==> src/shared/fbp_pkg.sv <==
/*
  Constants and types shared by the flash buffer-program host controller.
  Assumes a 16-bit parallel NOR flash with a 40 MHz controller clock.
*/
`default_nettype none

package fbp_pkg;

  // ==========================================================
  // Clock and bus timing
  localparam int CLK_MHZ  = 40;
  localparam int T_WE_NS  = 45;
  localparam int T_RD_NS  = 90;
  localparam int WE_CYC   = (T_WE_NS * CLK_MHZ + 999) / 1000;
  localparam int RD_CYC   = (T_RD_NS * CLK_MHZ + 999) / 1000;

  // ==========================================================
  // Command addresses and codes
  localparam logic [11:0] UL_ADDR1    = 12'h555;
  localparam logic [11:0] UL_ADDR2    = 12'h2aa;
  localparam logic [7:0]  UL_DATA1    = 8'haa;
  localparam logic [7:0]  UL_DATA2    = 8'h55;
  localparam logic [7:0]  CMD_BYPASS  = 8'h20;
  localparam logic [7:0]  CMD_BUFLOAD = 8'h25;
  localparam logic [7:0]  CMD_CONFIRM = 8'h29;
  localparam logic [7:0]  CMD_RESET   = 8'hf0;
  localparam logic [7:0]  CMD_BYP_X1  = 8'h90;
  localparam logic [7:0]  CMD_BYP_X2  = 8'h00;

  // ==========================================================
  // Write buffer and status bit positions
  localparam logic [7:0] BUF_WORDS  = 8'h80;
  localparam int         PAGE_LSB   = 7;
  localparam int         POLL_BIT   = 7;
  localparam int         TOGGLE_BIT = 6;
  localparam int         FAIL_BIT   = 5;
  localparam int         ABORT_BIT  = 1;

  // ==========================================================
  // User operations
  typedef enum logic [2:0] {
    OP_BYP_ENTER,
    OP_BYP_EXIT,
    OP_BUF_PROG,
    OP_RESET,
    OP_ABORT_RESET,
    OP_ACCEL_ON,
    OP_ACCEL_OFF
  } fbp_op_t;

endpackage : fbp_pkg

`default_nettype wire

==> src/shared/fbp_cyc_if.sv <==
/*
  Carrier between the sequencer and the bus-cycle engine.
  Assumes one request at a time, answered by a one-cycle done.
*/
`timescale 1ns/1ps
`default_nettype none

interface fbp_cyc_if #(parameter int AW = 22);
  logic          req;
  logic          wr;
  logic [AW-1:0] addr;
  logic [15:0]   wdata;
  logic [15:0]   rdata;
  logic          done;

  modport seq (output req, output wr, output addr, output wdata, input rdata, input done);
  modport eng (input req, input wr, input addr, input wdata, output rdata, output done);
endinterface : fbp_cyc_if

`default_nettype wire

==> src/rtl/fbp_fifo.sv <==
/*
  Synchronous FIFO with valid/ready on both sides.
  Assumes DEPTH is a power of two; in_ready_o is registered.
*/
`timescale 1ns/1ps
`default_nettype none

module fbp_fifo #(
  parameter int W     = 23,
  parameter int DEPTH = 32
) (
  // Clock and reset
  input  wire logic         sys_clk_i,
  input  wire logic         rst_n_i,
  // Fill side
  input  wire logic         in_valid_i,
  output var  logic         in_ready_o,
  input  wire logic [W-1:0] in_data_i,
  // Drain side
  output var  logic         out_valid_o,
  input  wire logic         out_ready_i,
  output var  logic [W-1:0] out_data_o
);
  localparam int PW = $clog2(DEPTH);
  localparam int CW = $clog2(DEPTH + 1);

  logic [W-1:0]  mem [DEPTH];
  logic [PW-1:0] wp_r;
  logic [PW-1:0] rp_r;
  logic [CW-1:0] cnt_r;
  logic [CW-1:0] cnt_nxt;
  logic          push;
  logic          pop;

  assign push        = in_valid_i & in_ready_o;
  assign pop         = out_valid_o & out_ready_i;
  assign out_valid_o = (cnt_r != '0);
  assign out_data_o  = mem[rp_r];
  assign cnt_nxt     = cnt_r + CW'(push) - CW'(pop);

  always_ff @(posedge sys_clk_i) begin
    if (push) begin
      mem[wp_r] <= in_data_i;
    end
  end

  always_ff @(posedge sys_clk_i or negedge rst_n_i) begin
    if (!rst_n_i) begin
      wp_r       <= '0;
      rp_r       <= '0;
      cnt_r      <= '0;
      in_ready_o <= 1'b0;
    end else begin
      wp_r       <= wp_r + PW'(push);
      rp_r       <= rp_r + PW'(pop);
      cnt_r      <= cnt_nxt;
      in_ready_o <= (cnt_nxt != CW'(DEPTH));
    end
  end

  a_fifo_no_over: assert property (@(posedge sys_clk_i) disable iff (!rst_n_i)
    cnt_r <= CW'(DEPTH) && (cnt_r != CW'(DEPTH) || !in_ready_o)) else $error("FIFO count beyond depth");

endmodule : fbp_fifo

`default_nettype wire

==> src/rtl/fbp_cyc.sv <==
/*
  Bus-cycle engine: one asynchronous flash write or read per request.
  Assumes flash pins are sampled synchronously; all pin outputs are flops.
*/
`timescale 1ns/1ps
`default_nettype none

module fbp_cyc #(
  parameter int AW = 22
) (
  // Clock and reset
  input  wire logic          sys_clk_i,
  input  wire logic          rst_n_i,
  // Sequencer side
  fbp_cyc_if.eng             cyc,
  // Flash pins
  output var  logic [AW-1:0] flash_addr_o,
  output var  logic [15:0]   flash_dq_o,
  output var  logic          flash_dq_oe_o,
  input  wire logic [15:0]   flash_dq_i,
  output var  logic          flash_ce_n_o,
  output var  logic          flash_we_n_o,
  output var  logic          flash_oe_n_o
);
  typedef enum logic [1:0] {C_IDLE, C_SETUP, C_STROBE, C_HOLD} fbp_cst_t;

  fbp_cst_t   st_r;
  logic       wr_r;
  logic [3:0] t_r;

  // Strobe length is loaded once so a slow read cannot shorten a write.
  always_ff @(posedge sys_clk_i or negedge rst_n_i) begin
    if (!rst_n_i) begin
      st_r          <= C_IDLE;
      wr_r          <= 1'b0;
      t_r           <= '0;
      flash_addr_o  <= '0;
      flash_dq_o    <= '0;
      flash_dq_oe_o <= 1'b0;
      flash_ce_n_o  <= 1'b1;
      flash_we_n_o  <= 1'b1;
      flash_oe_n_o  <= 1'b1;
      cyc.rdata     <= '0;
      cyc.done      <= 1'b0;
    end else begin
      cyc.done <= 1'b0;
      case (st_r)
        C_IDLE: if (cyc.req) begin
          wr_r          <= cyc.wr;
          flash_addr_o  <= cyc.addr;
          flash_dq_o    <= cyc.wdata;
          flash_dq_oe_o <= cyc.wr;
          flash_ce_n_o  <= 1'b0;
          st_r          <= C_SETUP;
        end
        C_SETUP: begin
          flash_we_n_o <= !wr_r;
          flash_oe_n_o <= wr_r;
          t_r          <= wr_r ? 4'(fbp_pkg::WE_CYC - 1) : 4'(fbp_pkg::RD_CYC - 1);
          st_r         <= C_STROBE;
        end
        C_STROBE: if (t_r == '0) begin
          flash_we_n_o <= 1'b1;
          flash_oe_n_o <= 1'b1;
          if (!wr_r) begin
            cyc.rdata <= flash_dq_i;
          end
          st_r <= C_HOLD;
        end else begin
          t_r <= t_r - 4'h1;
        end
        C_HOLD: begin
          flash_ce_n_o  <= 1'b1;
          flash_dq_oe_o <= 1'b0;
          cyc.done      <= 1'b1;
          st_r          <= C_IDLE;
        end
        default: st_r <= C_IDLE;
      endcase
    end
  end

  a_we_pulse_width: assert property (@(posedge sys_clk_i) disable iff (!rst_n_i)
    $fell(flash_we_n_o) |-> !flash_we_n_o [*2] ##1 flash_we_n_o) else $error("Write strobe width wrong");

endmodule : fbp_cyc

`default_nettype wire

==> src/rtl/fbp_host.sv <==
/*
  Host controller for a parallel NOR flash: unlock bypass entry and exit,
  write-buffer programming with status polling, resets, accelerate pin.
  Assumes sector unlocking is done elsewhere and reported on sectors_unlocked_i.
*/
// How it works
// - Bypass entry: two unlock writes then code 20h.
// - Bypass exit: write 90h at any address, then 00h.
// - Buffer program: unlocks, load command at sector, then sector and count minus one.
// - After the last load, write the confirm command at the sector address.
// - Abort shows abort flag high; host then issues the abort reset sequence.
// - Poll status at the last loaded address.
// - In accelerated bypass, abort reset uses the full three-cycle sequence.
// - Sectors must be unlocked before raising the accelerate pin.
// - After failure write reset; after abort write the abort reset.
// - After seeing the failure bit, read the polling bit once more.
`timescale 1ns/1ps
`default_nettype none

module fbp_host #(
  parameter int AW         = 22,
  parameter int FIFO_DEPTH = 32
) (
  // Clock and reset
  input  wire logic              sys_clk_i,
  input  wire logic              rst_n_i,
  // Command port
  input  wire logic              cmd_valid_i,
  input  wire fbp_pkg::fbp_op_t  cmd_op_i,
  input  wire logic [AW-1:0]     cmd_addr_i,
  input  wire logic [7:0]        cmd_count_i,
  input  wire logic              sectors_unlocked_i,
  output var  logic              cmd_ready_o,
  // Result and mode
  output var  logic              done_o,
  output var  logic              fail_o,
  output var  logic              abort_o,
  output var  logic              refused_o,
  output var  logic              bypass_o,
  output var  logic [7:0]        status_o,
  // Buffer data stream
  input  wire logic              wr_valid_i,
  input  wire logic [6:0]        wr_off_i,
  input  wire logic [15:0]       wr_data_i,
  output var  logic              wr_ready_o,
  // Flash pins
  output var  logic [AW-1:0]     flash_addr_o,
  output var  logic [15:0]       flash_dq_o,
  output var  logic              flash_dq_oe_o,
  input  wire logic [15:0]       flash_dq_i,
  output var  logic              flash_ce_n_o,
  output var  logic              flash_we_n_o,
  output var  logic              flash_oe_n_o,
  output var  logic              flash_accel_hv_o
);

  typedef enum logic [3:0] {
    S_IDLE, S_UL1, S_UL2, S_CODE, S_TAIL, S_CNT, S_LOAD, S_CONF, S_POLL, S_REPOLL
  } fbp_st_t;

  // ==========================================================
  // State
  fbp_st_t          state_r;
  fbp_st_t          state_nxt;
  fbp_pkg::fbp_op_t op_r;
  fbp_pkg::fbp_op_t op_nxt;
  logic             pend_r;
  logic [AW-1:0]    sa_r;
  logic [AW-1:0]    last_addr_r;
  logic             last_d7_r;
  logic [7:0]       cnt_r;
  logic [7:0]       remain_r;
  logic             accel_r;

  fbp_cyc_if #(.AW(AW)) cyc ();

  // ==========================================================
  // Data FIFO
  logic        fq_valid;
  logic        fq_ready;
  logic [22:0] fq_data;

  fbp_fifo #(.W(23), .DEPTH(FIFO_DEPTH)) u_fifo (
    .sys_clk_i  (sys_clk_i),
    .rst_n_i    (rst_n_i),
    .in_valid_i (wr_valid_i),
    .in_ready_o (wr_ready_o),
    .in_data_i  ({wr_off_i, wr_data_i}),
    .out_valid_o(fq_valid),
    .out_ready_i(fq_ready),
    .out_data_o (fq_data)
  );

  fbp_cyc #(.AW(AW)) u_cyc (
    .sys_clk_i    (sys_clk_i),
    .rst_n_i      (rst_n_i),
    .cyc          (cyc.eng),
    .flash_addr_o (flash_addr_o),
    .flash_dq_o   (flash_dq_o),
    .flash_dq_oe_o(flash_dq_oe_o),
    .flash_dq_i   (flash_dq_i),
    .flash_ce_n_o (flash_ce_n_o),
    .flash_we_n_o (flash_we_n_o),
    .flash_oe_n_o (flash_oe_n_o)
  );

  // ==========================================================
  // Command decode and refusal
  logic take;
  logic bad_cmd;
  logic [7:0] code_w;
  logic [AW-1:0] load_addr;
  logic needs_bus;
  logic poll_ok;

  assign take = cmd_valid_i & cmd_ready_o;
  // host never sends an oversize count
  assign bad_cmd = (cmd_op_i == fbp_pkg::OP_BYP_ENTER && bypass_o)
                 | (cmd_op_i == fbp_pkg::OP_BYP_EXIT && (!bypass_o || accel_r))
                 | (cmd_op_i == fbp_pkg::OP_BUF_PROG
                    && (cmd_count_i == 8'h00 || cmd_count_i > fbp_pkg::BUF_WORDS))
                 | (cmd_op_i == fbp_pkg::OP_ACCEL_ON && (!sectors_unlocked_i || accel_r))
                 | (cmd_op_i == fbp_pkg::OP_ACCEL_OFF && !accel_r);

  assign code_w = (op_r == fbp_pkg::OP_BYP_ENTER) ? fbp_pkg::CMD_BYPASS  :
                  (op_r == fbp_pkg::OP_BUF_PROG)  ? fbp_pkg::CMD_BUFLOAD :
                  (op_r == fbp_pkg::OP_BYP_EXIT)  ? fbp_pkg::CMD_BYP_X1  : fbp_pkg::CMD_RESET;

  // the offset only reaches inside the page, so no pair can leave it
  // the page bits come from the sector address, so the sector cannot change
  assign load_addr = {sa_r[AW-1:fbp_pkg::PAGE_LSB], fq_data[22:16]};

  assign needs_bus = (state_r != S_IDLE) && !pend_r && (state_r != S_LOAD || fq_valid);
  assign cyc.req   = needs_bus;
  assign cyc.wr    = (state_r != S_POLL) && (state_r != S_REPOLL);
  assign fq_ready  = needs_bus && state_r == S_LOAD;

  always_comb begin
    cyc.addr  = '0;
    cyc.wdata = '0;
    case (state_r)
      S_UL1: begin
        cyc.addr  = AW'(fbp_pkg::UL_ADDR1);
        cyc.wdata = 16'(fbp_pkg::UL_DATA1);
      end
      S_UL2: begin
        cyc.addr  = AW'(fbp_pkg::UL_ADDR2);
        cyc.wdata = 16'(fbp_pkg::UL_DATA2);
      end
      S_CODE: begin
        cyc.addr  = (op_r == fbp_pkg::OP_BUF_PROG) ? sa_r : AW'(fbp_pkg::UL_ADDR1);
        cyc.wdata = 16'(code_w);
      end
      S_TAIL: cyc.wdata = 16'(fbp_pkg::CMD_BYP_X2);
      S_CNT: begin
        cyc.addr  = sa_r;
        cyc.wdata = 16'(cnt_r - 8'h01);
      end
      S_LOAD: begin
        cyc.addr  = load_addr;
        cyc.wdata = fq_data[15:0];
      end
      S_CONF: begin
        cyc.addr  = sa_r;
        cyc.wdata = 16'(fbp_pkg::CMD_CONFIRM);
      end
      S_POLL, S_REPOLL: cyc.addr = last_addr_r;
      default: cyc.addr = '0;
    endcase
  end

  // ==========================================================
  // Sequencer
  // a polling bit equal to the written bit means the program finished
  assign poll_ok = (cyc.rdata[fbp_pkg::POLL_BIT] == last_d7_r);

  always_comb begin
    state_nxt = state_r;
    op_nxt    = op_r;
    case (state_r)
      S_IDLE: if (take && !bad_cmd) begin
        op_nxt = cmd_op_i;
        case (cmd_op_i)
          // abort reset always unlocks in full
          fbp_pkg::OP_BYP_ENTER, fbp_pkg::OP_ABORT_RESET: state_nxt = S_UL1;
          // in bypass the unlock pair is skipped
          fbp_pkg::OP_BUF_PROG: state_nxt = bypass_o ? S_CODE : S_UL1;
          fbp_pkg::OP_RESET, fbp_pkg::OP_BYP_EXIT: state_nxt = S_CODE;
          default: state_nxt = S_IDLE;
        endcase
      end
      S_UL1: if (cyc.done) state_nxt = S_UL2;
      S_UL2: if (cyc.done) state_nxt = S_CODE;
      S_CODE: if (cyc.done) begin
        state_nxt = (op_r == fbp_pkg::OP_BUF_PROG) ? S_CNT :
                    (op_r == fbp_pkg::OP_BYP_EXIT) ? S_TAIL : S_IDLE;
      end
      S_TAIL: if (cyc.done) state_nxt = S_IDLE;
      S_CNT: if (cyc.done) state_nxt = S_LOAD;
      S_LOAD: if (cyc.done && remain_r == 8'h01) state_nxt = S_CONF;
      S_CONF: if (cyc.done) state_nxt = S_POLL;
      S_POLL: if (cyc.done) begin
        if (poll_ok) begin
          state_nxt = S_IDLE;
        // abort flag seen: follow with the abort reset
        end else if (cyc.rdata[fbp_pkg::ABORT_BIT]) begin
          op_nxt    = fbp_pkg::OP_ABORT_RESET;
          state_nxt = S_UL1;
        end else if (cyc.rdata[fbp_pkg::FAIL_BIT]) begin
          state_nxt = S_REPOLL;
        end
      end
      // failure is cleared with the plain reset
      S_REPOLL: if (cyc.done) begin
        if (poll_ok) begin
          state_nxt = S_IDLE;
        end else begin
          op_nxt    = fbp_pkg::OP_RESET;
          state_nxt = S_CODE;
        end
      end
      default: state_nxt = S_IDLE;
    endcase
  end

  logic idle_take;
  logic poll_done;
  assign idle_take = (state_r == S_IDLE) && take;
  assign poll_done = cyc.done && (state_r == S_POLL || state_r == S_REPOLL);

  always_ff @(posedge sys_clk_i or negedge rst_n_i) begin
    if (!rst_n_i) begin
      state_r <= S_IDLE;
      op_r    <= fbp_pkg::OP_RESET;
      pend_r  <= 1'b0;
    end else begin
      state_r <= state_nxt;
      op_r    <= op_nxt;
      pend_r  <= (pend_r && !cyc.done) || cyc.req;
    end
  end

  always_ff @(posedge sys_clk_i or negedge rst_n_i) begin
    if (!rst_n_i) begin
      sa_r        <= '0;
      cnt_r       <= 8'h00;
      remain_r    <= 8'h00;
      last_addr_r <= '0;
      last_d7_r   <= 1'b0;
      status_o    <= 8'h00;
    end else begin
      if (idle_take) begin
        sa_r  <= cmd_addr_i;
        cnt_r <= cmd_count_i;
      end
      if (state_r == S_CNT) begin
        remain_r <= cnt_r;
      end else if (state_r == S_LOAD && cyc.done) begin
        remain_r <= remain_r - 8'h01;
      end
      // the last loaded address is where status is polled
      if (fq_ready) begin
        last_addr_r <= load_addr;
        last_d7_r   <= fq_data[fbp_pkg::POLL_BIT];
      end
      if (poll_done) begin
        status_o <= cyc.rdata[7:0];
      end
    end
  end

  // ==========================================================
  // Mode flags and result pulses
  logic fin_ok;
  assign fin_ok = (state_nxt == S_IDLE) && (state_r != S_IDLE);

  always_ff @(posedge sys_clk_i or negedge rst_n_i) begin
    if (!rst_n_i) begin
      accel_r          <= 1'b0;
      flash_accel_hv_o <= 1'b0;
      bypass_o         <= 1'b0;
      cmd_ready_o      <= 1'b0;
      done_o           <= 1'b0;
      fail_o           <= 1'b0;
      abort_o          <= 1'b0;
      refused_o        <= 1'b0;
    end else begin
      cmd_ready_o <= (state_nxt == S_IDLE) && !idle_take;
      refused_o   <= idle_take && bad_cmd;
      done_o      <= fin_ok || (idle_take && !bad_cmd && state_nxt == S_IDLE);
      abort_o     <= poll_done && state_r == S_POLL && !poll_ok && cyc.rdata[fbp_pkg::ABORT_BIT];
      fail_o      <= poll_done && state_r == S_REPOLL && !poll_ok;
      // the pin only rises when sectors are reported unlocked
      // the device enters bypass with the pin, so the mode follows it
      if (idle_take && !bad_cmd && cmd_op_i == fbp_pkg::OP_ACCEL_ON) begin
        accel_r          <= 1'b1;
        flash_accel_hv_o <= 1'b1;
        bypass_o         <= 1'b1;
      end else if (idle_take && !bad_cmd && cmd_op_i == fbp_pkg::OP_ACCEL_OFF) begin
        accel_r          <= 1'b0;
        flash_accel_hv_o <= 1'b0;
        bypass_o         <= 1'b0;
      // bypass is set once the entry code is written
      end else if (state_r == S_CODE && cyc.done && op_r == fbp_pkg::OP_BYP_ENTER) begin
        bypass_o <= 1'b1;
      // bypass ends after the 00h cycle
      end else if (state_r == S_TAIL && cyc.done) begin
        bypass_o <= 1'b0;
      end
    end
  end

  // ==========================================================
  // Checks
  a_bypass_entry: assert property (@(posedge sys_clk_i) disable iff (!rst_n_i)
    (cyc.req && state_r == S_CODE && op_r == fbp_pkg::OP_BYP_ENTER)
    |-> cyc.wdata == 16'h0020 && $past(state_r == S_UL2)) else $error("Bad bypass entry");

  a_bypass_exit: assert property (@(posedge sys_clk_i) disable iff (!rst_n_i)
    (cyc.done && state_r == S_TAIL) |=> !bypass_o && state_r == S_IDLE) else $error("Bypass exit wrong");

  a_count_header: assert property (@(posedge sys_clk_i) disable iff (!rst_n_i)
    (cyc.req && state_r == S_CNT) |-> cyc.addr == sa_r && cyc.wdata[7:0] == cnt_r - 8'h01)
    else $error("Bad count write");

  a_confirm_write: assert property (@(posedge sys_clk_i) disable iff (!rst_n_i)
    (cyc.req && state_r == S_CONF) |-> cyc.wdata == 16'h0029 && cyc.addr == sa_r && remain_r == 8'h00)
    else $error("Bad confirm write");

  a_abort_follow: assert property (@(posedge sys_clk_i) disable iff (!rst_n_i)
    abort_o |-> state_r == S_UL1 && op_r == fbp_pkg::OP_ABORT_RESET) else $error("No abort reset");

  a_poll_address: assert property (@(posedge sys_clk_i) disable iff (!rst_n_i)
    (cyc.req && state_r == S_POLL) |-> !cyc.wr && cyc.addr == last_addr_r) else $error("Poll address wrong");

  a_full_reset: assert property (@(posedge sys_clk_i) disable iff (!rst_n_i)
    (cyc.req && state_r == S_CODE && op_r == fbp_pkg::OP_ABORT_RESET)
    |-> cyc.wdata == 16'h00f0 && cyc.addr == AW'(12'h555)) else $error("Abort reset not full");

  a_accel_unlock: assert property (@(posedge sys_clk_i) disable iff (!rst_n_i)
    $rose(flash_accel_hv_o) |-> $past(sectors_unlocked_i) && bypass_o) else $error("Accel raised while locked");

  a_fail_reset: assert property (@(posedge sys_clk_i) disable iff (!rst_n_i)
    fail_o |-> state_r == S_CODE && op_r == fbp_pkg::OP_RESET) else $error("No reset after failure");

  a_repoll_first: assert property (@(posedge sys_clk_i) disable iff (!rst_n_i)
    fail_o |-> $past(state_r, 2) == S_REPOLL || $past(state_r) == S_REPOLL) else $error("Fail without re-read");

endmodule : fbp_host

`default_nettype wire

==> config.mk <==
export PLATFORM = sky130hd
export DESIGN_NAME = fbp_host
export DESIGN_NICKNAME = d
export VERILOG_FILES = /design/src/shared/fbp_pkg.sv /design/src/shared/fbp_cyc_if.sv /design/src/rtl/fbp_fifo.sv /design/src/rtl/fbp_cyc.sv /design/src/rtl/fbp_host.sv
export SDC_FILE = /design/constraint.sdc
export NUM_CORES = 1
export LEC_CHECK = 0
export ABC_CLOCK_PERIOD_IN_PS = 3550
export BUFFER_PORTS_ARGS = -buffer_cell sky130_fd_sc_hd__clkbuf_2
export CORE_ASPECT_RATIO = 1.4
export CORE_MARGIN = 10
export CORE_UTILIZATION = 40
export CTS_CLUSTER_DIAMETER = 60
export DETAILED_ROUTE_END_ITERATION = 12
export HOLD_SLACK_MARGIN = 0.15
export SYNTH_ARGS = -nofsm -noshare
export SYNTH_HDL_FRONTEND = slang
export SYNTH_SLANG_ARGS = --single-unit
==> constraint.sdc <==
create_clock -name sys_clk_i -period 3.55 [get_ports sys_clk_i]
set_input_delay 0.1775 -clock sys_clk_i [delete_from_list [all_inputs] [get_ports sys_clk_i]]
set_output_delay 0.1775 -clock sys_clk_i [all_outputs]
set_load 0.03 [all_outputs]
# [Word-level counts from Yosys, hierarchy flattened]
# Memory sizes are Yosys's and may differ from the RTL's.
# Cells that the tools add are included.
[totals] inputBits=77 ram_bits=736 mem_count=1 output_inout_bits=58 reg_bits=159 elab_cells=211
[classes] n_reduce_logical=72 eq_ne=35 n_lt_le_gt_ge=1 bitwise=8 add_sub_neg=7 mux=56
[mem_list] name="u_fifo.mem" depth=32 width=23 read_ports=1 rd_clocked_by_memory_dff=0 wr=1 line="fbp_fifo.sv:27" source="logic [W-1:0] mem [DEPTH];"
[op_table] operator="one-hot mux 22 bit (6 select lines)" count=1
[op_table] operator="one-hot mux 16 bit (6 select lines)" count=1
[op_table] operator="2-to-1 mux 4 bit" count=14
[op_table] operator="one-hot mux 4 bit (10 select lines)" count=1
[op_table] operator="2-to-1 mux 8 bit" count=4
[op_table] operator="logical AND 1 bit" count=30
[op_table] operator="2-to-1 mux 3 bit" count=8
[op_table] operator="2-to-1 mux 22 bit" count=1
[op_table] operator="equality test 4 x 3 -> 1 bit, second input constant" count=4
[op_table] operator="zero test 4 bit" count=3
[op_table] operator="2-to-1 mux 1 bit" count=12
[op_table] operator="adder 5 x 1 -> 5 bit" count=2
[op_table] operator="2-to-1 mux 2 bit" count=5
[op_table] operator="!= test 2 bit, second input constant" count=5
[op_table] operator="AND reduction 2 bit" count=5
[op_table] operator="equality test 3 x 2 -> 1 bit, second input constant" count=3
[op_table] operator="equality test 3 bit, second input constant" count=3
[op_table] operator="zero test 1 bit" count=9
[op_table] operator="one-hot mux 3 bit (3 select lines)" count=1
[op_table] operator="subtractor 8 x 1 -> 9 bit, second input constant" count=1
[op_table] operator="equality test 4 x 2 -> 1 bit, second input constant" count=2
[op_table] operator="equality test 4 bit, second input constant" count=2
[op_table] operator="equality test 8 x 1 -> 1 bit, second input constant" count=1
[op_table] operator="> comparator 8 bit, second input constant" count=1
[op_table] operator="32 further kinds" count=60

# [Longest topological paths before layout]
# Gate-level depths: netlist of the first run.
[depth] depth_word=14 ltp_mapped=19

# [Modules after synthesis]
# A second synthesis of the first run with hierarchy kept.
[hier_totals] cells_unflattened=2083 area_unflattened_um2=36294.8
[modules_own_cells] mod="fbp_fifo" cells_per_inst=1476 area_each_um2=29107.9 instances=1
[modules_own_cells] mod="fbp_host" cells_per_inst=433 area_each_um2=4534.3 instances=1
[modules_own_cells] mod="fbp_cyc" cells_per_inst=174 area_each_um2=2652.5 instances=1

# [Least setup slack after synthesis of the first run]
# Ideal clock, no wire load.
[synth_timing] path_type="reg2reg" start="reg state_r[3]" end="reg u_fifo.in_ready_o" synth_period_minus_slack_ns=3.309 path_buffers=2 setup_time_ns=0.134 arrival_time_ns=3.175 path_slack_ns=0.241 stages_incl_launch_ff=19 path_cell_list="dfrtp_1 > buf_4 > and4bb_4 > and4_4 > nor3_1 > nand2_2 > clkinv_1 > buf_2 > ha_1 > inv_1 > ha_1 > inv_1 > fa_1 > inv_1 > a21oi_1 > nor2_1 > nor2_1 > xnor2_1 > nand4bb_1"
[synth_via] elab_chain_cells=7
[synth_rtl] element="from (decl)" line="fbp_host.sv:63" source="fbp_st_t state_r;"
[synth_rtl] element="from (signal assigned)" line="fbp_host.sv:237" source="state_r <= state_nxt;"
[synth_rtl] element="!= test 4 x 3 -> 1 bit / nonzero test 4 bit (equally long branches)" line="fbp_host.sv:133" source="assign needs_bus = (state_r != S_IDLE) && !pend_r && (state_r != S_LOAD || fq_valid);"
[synth_rtl] element="logical OR 1 bit / logical AND 1 bit (equally long branches)" line="fbp_host.sv:133"
[synth_rtl] element="logical AND 1 bit" line="fbp_host.sv:133"
[synth_rtl] element="logical AND 1 bit *" line="fbp_host.sv:136" source="assign fq_ready = needs_bus && state_r == S_LOAD;"
[synth_rtl] element="bitwise AND 1 bit *" line="fbp_fifo.sv:36" source="assign pop = out_valid_o & out_ready_i;"
[synth_rtl] element="subtractor 6 x 1 -> 6 bit *" line="fbp_fifo.sv:39" source="assign cnt_nxt = cnt_r + CW'(push) - CW'(pop);"
[synth_rtl] element="net u_fifo.cnt_nxt[4]" line="fbp_fifo.sv:31" source="logic [CW-1:0] cnt_nxt;"
[synth_rtl] element="!= test 6 bit *" line="fbp_fifo.sv:57" source="in_ready_o <= (cnt_nxt != CW'(DEPTH));"
[synth_rtl] element="to (signal assigned)" line="fbp_fifo.sv:57"
[synth_rtl] element="to (decl)" line="fbp_fifo.sv:17" source="output var logic in_ready_o,"
# Mark *: on every way through the listed nets, which the timed path passes. The rest lies on a longest branch.
# A chain may end at the register's enable or synchronous reset.

# [Final worst setup path of the first run]
[layout_timing] start="reg u_fifo.cnt_r[4]" end="reg u_fifo.in_ready_o"
[layout_via] elab_chain_cells=7
[layout_rtl] element="from (decl)" line="fbp_fifo.sv:30" source="logic [CW-1:0] cnt_r;"
[layout_rtl] element="from (signal assigned)" line="fbp_fifo.sv:56" source="cnt_r <= cnt_nxt;"
[layout_rtl] element="parallel branches: the longest is 5 deep, another holds adder 6 x 1 -> 6 bit"
[layout_rtl] element="subtractor 6 x 1 -> 6 bit *" line="fbp_fifo.sv:39"
[layout_rtl] element="net u_fifo.cnt_nxt[4]" line="fbp_fifo.sv:31"
[layout_rtl] element="!= test 6 bit *" line="fbp_fifo.sv:57"
# Mark *: on every way through the listed nets, which the timed path passes.

==> metrics.cfg, run 1 <==
[grt]
grt_max_degree=101
grt_pass1_vias=20620
antenna_found_initial=9
overflow=0
grt_pass1_wl_um=140100
grt_usage_pct=18.50

[critical_path]
critPathLaunchType=register
ff2ff_path_depth=18
cp_common_cell=inv_1
endpoint_kind=register
cp_data_arrival_time_ns=3.57
crit_chain=inv_1 > ha_1 > nor2b_1 > and4_4 > nor3_1 > nand2_2 > clkinv_1 > ha_1 > inv_1 > ha_1 > inv_1 > fa_1 > inv_1 > a21oi_1 > nor2_1 > nor2_1 > xnor2_1 > nand4bb_1
cp_slowest_stage_delay_ns=0.43
cp.depth=18
required_ns=4.07
setup.worst_path.class=reg2reg
critical-path-top-delay-family=simple AND/OR/NAND/NOR gates
crit_buf_inv=5
crit_path_top_delay_cell=fa_1
path_max_fanout=4

[routing]
drc=0
vias_per_cell=5.620
routedWlPerCell_um=26.96
drt_pass1_iterations=6
wl_um=95200
antenna_left=0
vias=19850
drt_iter0_markers=1759

[floorplan]
coreArea_sq_um=88290
io_pins=135
die_w_um=271.9
rows=129
dieArea_sq_um=101300
die_y_um=372.7
initial_core_util_pct=40.25

[logic_synthesis]
ys_seq_area_share_pct=73.41
ys_seq_elements=895
synth_top_cells_by_area=edfxtp_1, dfrtp_1, mux4_2
synthArstFlopShare_pct=17.77
synth_edf_count=736
synth_top_area_share_pct=62.20
synth_top_cell_by_area=edfxtp_1
synth_area_sq_um=35530
postSynthCellCount=2045
yosysWarnings=0
ys_types=75
ys.flop_type=edfxtp_1
synth.avg_cell_area_sq_um=17.38
postSynthNetCount=2145

[cts]
clk_pin_slew_worst_paths_ns=0.06
cts_buffers=84
cts_buffer_depth=3
clock_latency_ns=0.65
cts_sinks=895
htreeDepth=3
post-cts-setup-buffer-count=0
clockRootBuffer=clkbuf_16
cts_tree=built

[job]
maxCapViolations=0

[layout]
final_common_cell=edfxtp_1
mostFrequentLayoutCells=edfxtp_1, nand2_1, dfrtp_1
final_nets=2387
drive_above_1_share_pct=24.25
instances_no_fill=3531
fill_cells=7473
syn2layout_area_growth_pct=16.35

[power_and_ir_drop]
peakVddDrop_v=0.0003702
p_leak_nw=14.17
power_density_nw_per_um2=708.4

[timing]
rsz0062_at_grt=false
fin_crit_ns=3.047
setup_viol=0
fin_tns_setup_ns=0
clock_skew_ns=0.02219
worst_slew_pin_slew_ns=0.9385
final_hold_viol_count=0
fmax_mhz=328.2
slew_headroom_pct=37.14
post-route-period-util_pct=85.84
finalMaxSlewViolations=0
whs_ns=0.1788

[placement]
place_inst=3332
gp_congestion=0.8007
hpwl_um=58310
port_buffers=126

[worst_hold_path]
hp-class=in2reg
min_path_cells=1

[run_status]
outcome=complete, no violations

[synth_stat cells, drive strengths merged, types with 5 or more instances]
cell      n
a211oi   27
a21oi    45
a221oi   12
a22o      9
a22oi    62
a32oi     5
and2      7
buf      56
clkbuf   58
dfrtp   154
dfstp     5
edfxtp  736
ha       22
inv      26
mux2     22
mux2i    96
mux4    137
nand2   236
nand3    35
nand3b   10
nor2     65
nor2b    10
nor3     11
nor4      8
o21ai    47
o221ai   31
o22ai    25
xnor2    13
xor2     10
[sequential cells by signal (all words and copies together), names as in the netlist, 2 cells and up]
register / count
u_cyc.t_r: 4
u_fifo.mem: 736
u_cyc.flash_dq_o: 16
state_r: 4
op_r: 3
remain_r: 8
u_fifo.cnt_r: 6
status_o: 8
last_addr_r: 22
u_fifo.wp_r: 5
u_cyc.cyc.rdata: 8
sa_r: 22
cnt_r: 8
u_cyc.flash_addr_o: 22
u_cyc.st_r: 2
u_fifo.rp_r: 5
[power by group]
part	switching, mW	internal (mW)	total [mW]	leakage (nW)
clock	3.81	4.90	8.71	1.31
sequential	0.846	12.7	13.5	8.68
combinational	4.16	2.91	7.08	4.18
total	8.82	20.5	29.3	14.2
[logic make-up after synthesis]
family / share of synthesized area (%)
AOI/OAI and AO/OA: 5.793
xor gates and xnor gates: 0.5669
adders and majority gates: 0.8310
buffers and inverters: 1.923
DFF: 73.41
muxes: 12.08
and+or+nand+nor: 5.388
[area by class of cell]
| cell class | count | area [sq um] | area share (%) |
|---|---|---|---|
| diodes | 1 | 2.502 | 0.006053 |
| inverters | 27 | 101.3 | 0.2451 |
| multi-input cells | 1009 | 9005 | 21.78 |
| clock buffers | 110 | 2356 | 5.699 |
| repair buffers | 270 | 2013 | 4.870 |
| clock inverters | 40 | 290.3 | 0.7021 |
| flip-flops and latches | 895 | 26100 | 63.13 |
| well taps | 1179 | 1475 | 3.568 |
[metrics by stage]
| stage | util (%) | worst slack (ns) | instance area (sq um) | total power [mW] |
|---|---|---|---|---|
| global route | 46.82 | 0.2710 | 41340 | 30.60 |
| CTS | 46.82 | 0.4863 | 41340 | 29.57 |
| detailed placement | 43.28 | 0.5029 | 38210 | 20.81 |
| finish | 46.83 | 0.5028 | 41340 | 29.29 |
| global placement | 43.28 | 0.4750 | 38210 | 20.59 |
| floorplan | - | 0.2409 | 35530 | 18.35 |
[path summary, 6_finish.rpt]
kind	startpoint	endpoint	slack, ns
worst max register to register	u_fifo.cnt_r[4]	u_fifo.in_ready_o	0.50
worst min-delay path	wr_off_i[2]	u_fifo.mem[21][18]	0.18
worst min register to register	last_addr_r[17]	last_addr_r[17]	0.48
min in group asynchronous	rst_n_i	sa_r[15]	0.19
max in group asynchronous	rst_n_i	u_cyc.flash_dq_o[9]	2.34
worst max-delay path	u_fifo.cnt_r[4]	u_fifo.in_ready_o	0.50
[what timing repair did]
item / CTS / global route
gates resized for setup: 0 / 0
hold endpoints to repair: 210 / 0
hold buffers: 48 / 0
[per-layer routing]
layer  vias to the layer above  global-route usage (%)  share of wire, %
met4                         8                   5.722               2.4
li1                       8567                       -                 -
met5                         -                       0             0.057
met2                       679                   33.65                54
met3                       136                   2.906               5.7
met1                     10460                   22.11                38
Note: power is estimated with default switching activity, not from simulation.
==> run 2, diff against run 1 <==
--- a/config.mk
+++ b/config.mk
@@ -10,6 +10,7 @@
 export CORE_ASPECT_RATIO = 1.4
 export CORE_MARGIN = 10
 export CORE_UTILIZATION = 40
+export CTS_BUF_LIST = sky130_fd_sc_hd__clkbuf_8
 export CTS_CLUSTER_DIAMETER = 60
 export DETAILED_ROUTE_END_ITERATION = 12
 export HOLD_SLACK_MARGIN = 0.15
==> run 2 against run 1 <==
Compared with the run above: sequential power hardly changed; routed wire length rose by 2.4%; power about the same; critical path depth unchanged; register-to-register slack about the same; cell area rose by 2.4%; highest routed layer unchanged.
==> metrics.cfg, run 2 (synthesis results as in run 1) <==
[run_status]
outcome=complete, no violations

[routing]
wl_um=97510
drt_pass1_iterations=5
antenna_left=0
vias_per_cell=5.540
drc=0
routedWlPerCell_um=26.17
drt_iter0_markers=1708
vias=20640

[timing]
fmax_mhz=327.7
slew_headroom_pct=38.41
rsz0062_at_grt=false
whs_ns=0.2481
finalMaxSlewViolations=0
final_hold_viol_count=0
fin_crit_ns=3.051
setup_viol=0
worst_slew_pin_slew_ns=0.9239
post-route-period-util_pct=85.95
clock_skew_ns=0.02962
fin_tns_setup_ns=0

[placement]
hpwl_um=58310
gp_congestion=0.8007
port_buffers=126

[layout]
syn2layout_area_growth_pct=19.13
drive_above_1_share_pct=25.00
final_common_cell=edfxtp_1
fill_cells=7473
largest_register_ffs=736
mostFrequentLayoutCells=edfxtp_1, nand2_1, dfrtp_1, clkbuf_8, dlygate4sd3_1
final_nets=2533
regMostFlops=u_fifo.mem

[floorplan]
die_w_um=271.9
dieArea_sq_um=101300
rows=129
coreArea_sq_um=88290
initial_core_util_pct=40.25
io_pins=135
die_y_um=372.7

[critical_path]
required_ns=4.22
path_max_fanout=4
setup.worst_path.class=reg2reg
endpoint_kind=register
crit_end=u_fifo.in_ready_o
crit_start=u_fifo.cnt_r[4]
critPathLaunchType=register
r2r_slack_ns=0.50
cp_data_arrival_time_ns=3.72
reg2reg_from=u_fifo.cnt_r[4]
ff2ff_path_depth=18
rr_endpoint=u_fifo.in_ready_o

[grt]
grt_pass1_vias=21610
overflow=0
antenna_found_initial=6
grt_pass1_wl_um=143700
grt_usage_pct=19.02
grt_max_degree=95

[cts]
cts_tree=built
htreeDepth=4
cts_sinks=895
clk_pin_slew_worst_paths_ns=0.06
clock_latency_ns=0.79
cts_buffer_depth=3
cts_buffers=135
clockRootBuffer=clkbuf_8

[worst_hold_path]
hp-class=in2reg

[power_and_ir_drop]
power.share.combinational_pct=25.4
p_sw_mw=9.080
p_int_mw=20.18
clkPwrFrac_pct=28.5
seq_power_share_pct=46.2
p_leak_nw=14.81
p_sw_share_pct=31.03
peakVddDrop_v=0.0003388
power_density_nw_per_um2=691.3

[job]
maxCapViolations=0

## run 2: cell count changes in the layout (fill, tap and decap cells not counted), sizes merged
cell / delta
bufinv: +3
diode: +2
dlygate4sd3: +94
clkinvlp: +2
buf: +1
clkinv: +10
clkbuf: +40
inv: +43
## run 2: critical path, stage by stage (launching register included)
cell and delay (ns):
dfrtp_1 0.33, inv_1 0.06, ha_1 0.19, nor2b_1 0.13, and4_4 0.21, nor3_1 0.30, nand2_2 0.10, clkinv_1 0.07
ha_1 0.22, inv_1 0.06, ha_1 0.15, inv_1 0.06, fa_1 0.43, inv_1 0.07, a21oi_1 0.05, nor2_1 0.11
nor2_1 0.06, xnor2_1 0.13, nand4bb_1 0.19
## run 2: how the worst min path moves through the flow
stage	to	start	cells past startpoint
2_1_floorplan	abort_o	rst_n_i	0
3_3_place_gp	sa_r[14]	rst_n_i	1
3_5_place_dp	sa_r[15]	rst_n_i	1
4_1_cts	accel_r	sectors_unlocked_i	7
5_1_grt	accel_r	cmd_op_i[0]	4
6_report	accel_r	sectors_unlocked_i	7
## run 2: power by group through the flow
stage / logic [mW] / registers (mW) / clock network (mW)
after floorplan: 4.73 / 13.6 / 0
after global placement: 6.96 / 13.6 / 0
after detailed placement: 7.10 / 13.7 / 0
after CTS: 7.50 / 13.5 / 8.50
after global routing: 8.04 / 13.6 / 9.01
final: 7.43 / 13.5 / 8.33
## run 2: timing repair
item / CTS / global route
endpoints found under the hold margin: 916 / 0
hold buffers: 143 / 0
buffers inserted: 0 / 0
gates resized for setup: 0 / 0
## run 2: stage by stage
| step | utilization [%] | instance area, sq um | setup slack, ns | instances | power [mW] |
|---|---|---|---|---|---|
| after floorplan | - | 35530 | 0.2409 | 2045 | 18.35 |
| after global placement | 43.28 | 38210 | 0.4750 | 3332 | 20.59 |
| after detailed placement | 43.28 | 38210 | 0.5029 | 3332 | 20.81 |
| after CTS | 47.94 | 42320 | 0.4864 | 3723 | 29.49 |
| after global routing | 47.95 | 42330 | 0.2715 | 3726 | 30.67 |
| final | 47.95 | 42330 | 0.4988 | 3726 | 29.26 |
## run 2: area by class of cell
type	count	area [sq um]	area share, %
Sequential cell	895	26100	61.65
Multi-Input combinational cell	1009	9005	21.27
Timing Repair Buffer	365	2982	7.044
Clock buffer	150	2064	4.877
Tap cell	1179	1475	3.485
Clock inverter	98	596.8	1.410
Inverter	27	101.3	0.2394
Antenna cell	3	7.507	0.01773
## run 2: layer usage
| layer | part of all wire (%) | GRT usage (%) | vias up |
|---|---|---|---|
| met2 | 54 | 34.21 | 740 |
| met3 | 5.9 | 3.898 | 155 |
| met4 | 2.6 | 6.184 | 2 |
| met5 | 0.0082 | 0 | - |
| li1 | - | - | 8895 |
| met1 | 38 | 22.34 | 10850 |
==> run 3, diff against run 2 <==
--- a/config.mk
+++ b/config.mk
@@ -5,6 +5,7 @@
 export SDC_FILE = /design/constraint.sdc
 export NUM_CORES = 1
 export LEC_CHECK = 0
+export ABC_AREA = 1
 export ABC_CLOCK_PERIOD_IN_PS = 3550
 export BUFFER_PORTS_ARGS = -buffer_cell sky130_fd_sc_hd__clkbuf_2
 export CORE_ASPECT_RATIO = 1.4
==> run 3 against run 2 <==
Compared with the run above: area after synthesis up 8.0%; largest power group unchanged; critical endpoint is now accel_r; largest cell class unchanged; worst setup slack improved by 0.043 ns; core utilization down 0.61 points.
==> metrics.cfg, run 3 <==
[run_status]
outcome=complete, no violations

[cts]
post-cts-setup-buffer-count=0
cts_resized=0
cts_buffer_depth=3
cts_buffers=138
cts_sinks=895
clock_latency_ns=0.82
clk_pin_slew_worst_paths_ns=0.06
clockRootBuffer=clkbuf_8
ctsHoldBuffers=149
htreeDepth=4
cts_tree=built

[timing]
slew_headroom_pct=39.11
post-route-period-util_pct=84.73
whs_ns=0.3376
fin_crit_ns=3.008
finalMaxSlewViolations=0
worst_slew_pin_slew_ns=0.9112
fmax_mhz=332.5
final_hold_viol_count=0
setup_viol=0
clock_skew_ns=0.03084
rsz0062_at_grt=false
fin_tns_setup_ns=0

[logic_synthesis]
ys.flop_type=edfxtp_1
yosys-top-cells-count=nand2_1, edfxtp_1, nand3_1, inv_1, nor2_1
synth.avg_cell_area_sq_um=10.18
synth_area_sq_um=38370
postSynthCellCount=3771
ys_seq_elements=895
ys_seq_area_share_pct=67.99
synth_top_cell_by_area=edfxtp_1
yosysWarnings=0
ys_types=41
synth_top_area_share_pct=57.60
postSynthNetCount=3871
synth_top_cells_by_area=edfxtp_1, nand2_1, dfrtp_1
synth_edf_count=736
yosysMostFrequentCell=nand2_1
synthArstFlopShare_pct=17.77

[floorplan]
coreArea_sq_um=95230
rows=134
die_y_um=386.5
die_w_um=281.8
initial_core_util_pct=40.29
dieArea_sq_um=108900
io_pins=135

[power_and_ir_drop]
power.share.combinational_pct=27.5
seq_power_share_pct=44.5
p_sw_share_pct=34.71
peakVddDrop_v=0.0006001
p_sw_mw=10.31
p_leak_nw=18.93
clkPwrFrac_pct=28.0
p_int_mw=19.39
power_density_nw_per_um2=658.8

[critical_path]
path_max_fanout=41
critPathLaunchType=register
setup.worst_path.class=reg2reg
required_ns=4.30
cp_data_arrival_time_ns=3.76
endpoint_kind=register

[layout]
final_common_cell=nand2_1
syn2layout_area_growth_pct=17.49
drive_above_1_share_pct=10.89
final_nets=4188
regMostFlops=u_fifo.mem
largest_register_ffs=736
mostFrequentLayoutCells=nand2_1, edfxtp_1, nand3_1

[grt]
grt_max_degree=151
grt_pass1_vias=26940
overflow=0
grt_usage_pct=19.82
grt_pass1_wl_um=163400
antenna_found_initial=5

[routing]
routedWlPerCell_um=19.98
drt_pass1_iterations=7
drt_iter0_markers=2494
drc=0
antenna_left=0
vias=27410
wl_um=108300
vias_per_cell=5.055

[job]
maxCapViolations=0

[placement]
gp_congestion=0.8616
port_buffers=126
hpwl_um=63040

[worst_hold_path]
hp-class=in2reg

run 3: final timing paths:
check | start | end | slack (ns) | cells past startpoint
worst max-delay path | state_r[3] | accel_r | 0.54 | 10
worst min-delay path | cmd_op_i[0] | op_r[0] | 0.34 | 4
worst max register to register | state_r[3] | accel_r | 0.54 | 10
worst min register to register | sa_r[3] | sa_r[3] | 0.47 | 2
max in group asynchronous | rst_n_i | u_fifo.rp_r[1] | 2.59 | 4
min in group asynchronous | rst_n_i | op_r[0] | 0.46 | 3
run 3: critical path: stages (launching register included):
cell	delay, ns
dfrtp_1	0.46
nor2_1	0.28
nand2_1	0.15
nor2_2	0.13
buf_4	0.40
nand3_1	0.16
inv_1	0.10
nand3_1	0.06
dlygate4sd3_1	0.58
nand2_1	0.07
dlygate4sd3_1	0.55
run 3: power groups by stage:
| stage | clock (mW) | sequential [mW] | combinational, mW |
|---|---|---|---|
| after global placement | 0 | 13.4 | 7.79 |
| after global routing | 8.97 | 13.3 | 9.19 |
| final | 8.33 | 13.2 | 8.15 |
| after detailed placement | 0 | 13.4 | 7.90 |
| after CTS | 8.51 | 13.2 | 8.20 |
| after floorplan | 0 | 13.6 | 5.15 |
run 3: cell families after synthesis:
logic type / Yosys count / share of synthesized area, %
flops: 895 / 67.99
fa+ha+maj: 23 / 0.7695
compound gates: 206 / 2.935
xor+xnor: 16 / 0.3652
simple gates: 2040 / 21.77
buf+inv: 591 / 6.179
run 3: metal layers:
layer,wire (um),vias up,GRT usage [%]
met1,43370,13200,24.29
met4,4045,0,8.593
met2,53820,931,33.63
li1,-,13040,-
met5,0,-,0
met3,7095,248,3.723
run 3: area by class of cell:
cell class / instances / area, sq um
Tap cell: 1224 / 1531
Inverter: 410 / 1551
Timing Repair Buffer: 358 / 3094
Clock inverter: 94 / 536.8
Fill cell: 8623 / 50150
Multi-Input combinational cell: 2285 / 10160
Antenna cell: 4 / 10.01
Sequential cell: 895 / 26100
Clock buffer: 153 / 2106
run 3: stage by stage:
stage          instance area, sq um  std cells  worst slack, ns  power (mW)  util [%]
6_report                      45080       5423           0.5421       29.70     47.34
5_1_grt                       45080       5423           0.3785       31.49     47.34
4_1_cts                       45070       5419           0.5716       29.91     47.33
3_5_place_dp                  40920       5023           0.5875       21.30     42.97
3_3_place_gp                  40920       5023           0.6149       21.16     42.97
2_1_floorplan                 38370       3771           0.7180       18.71         -
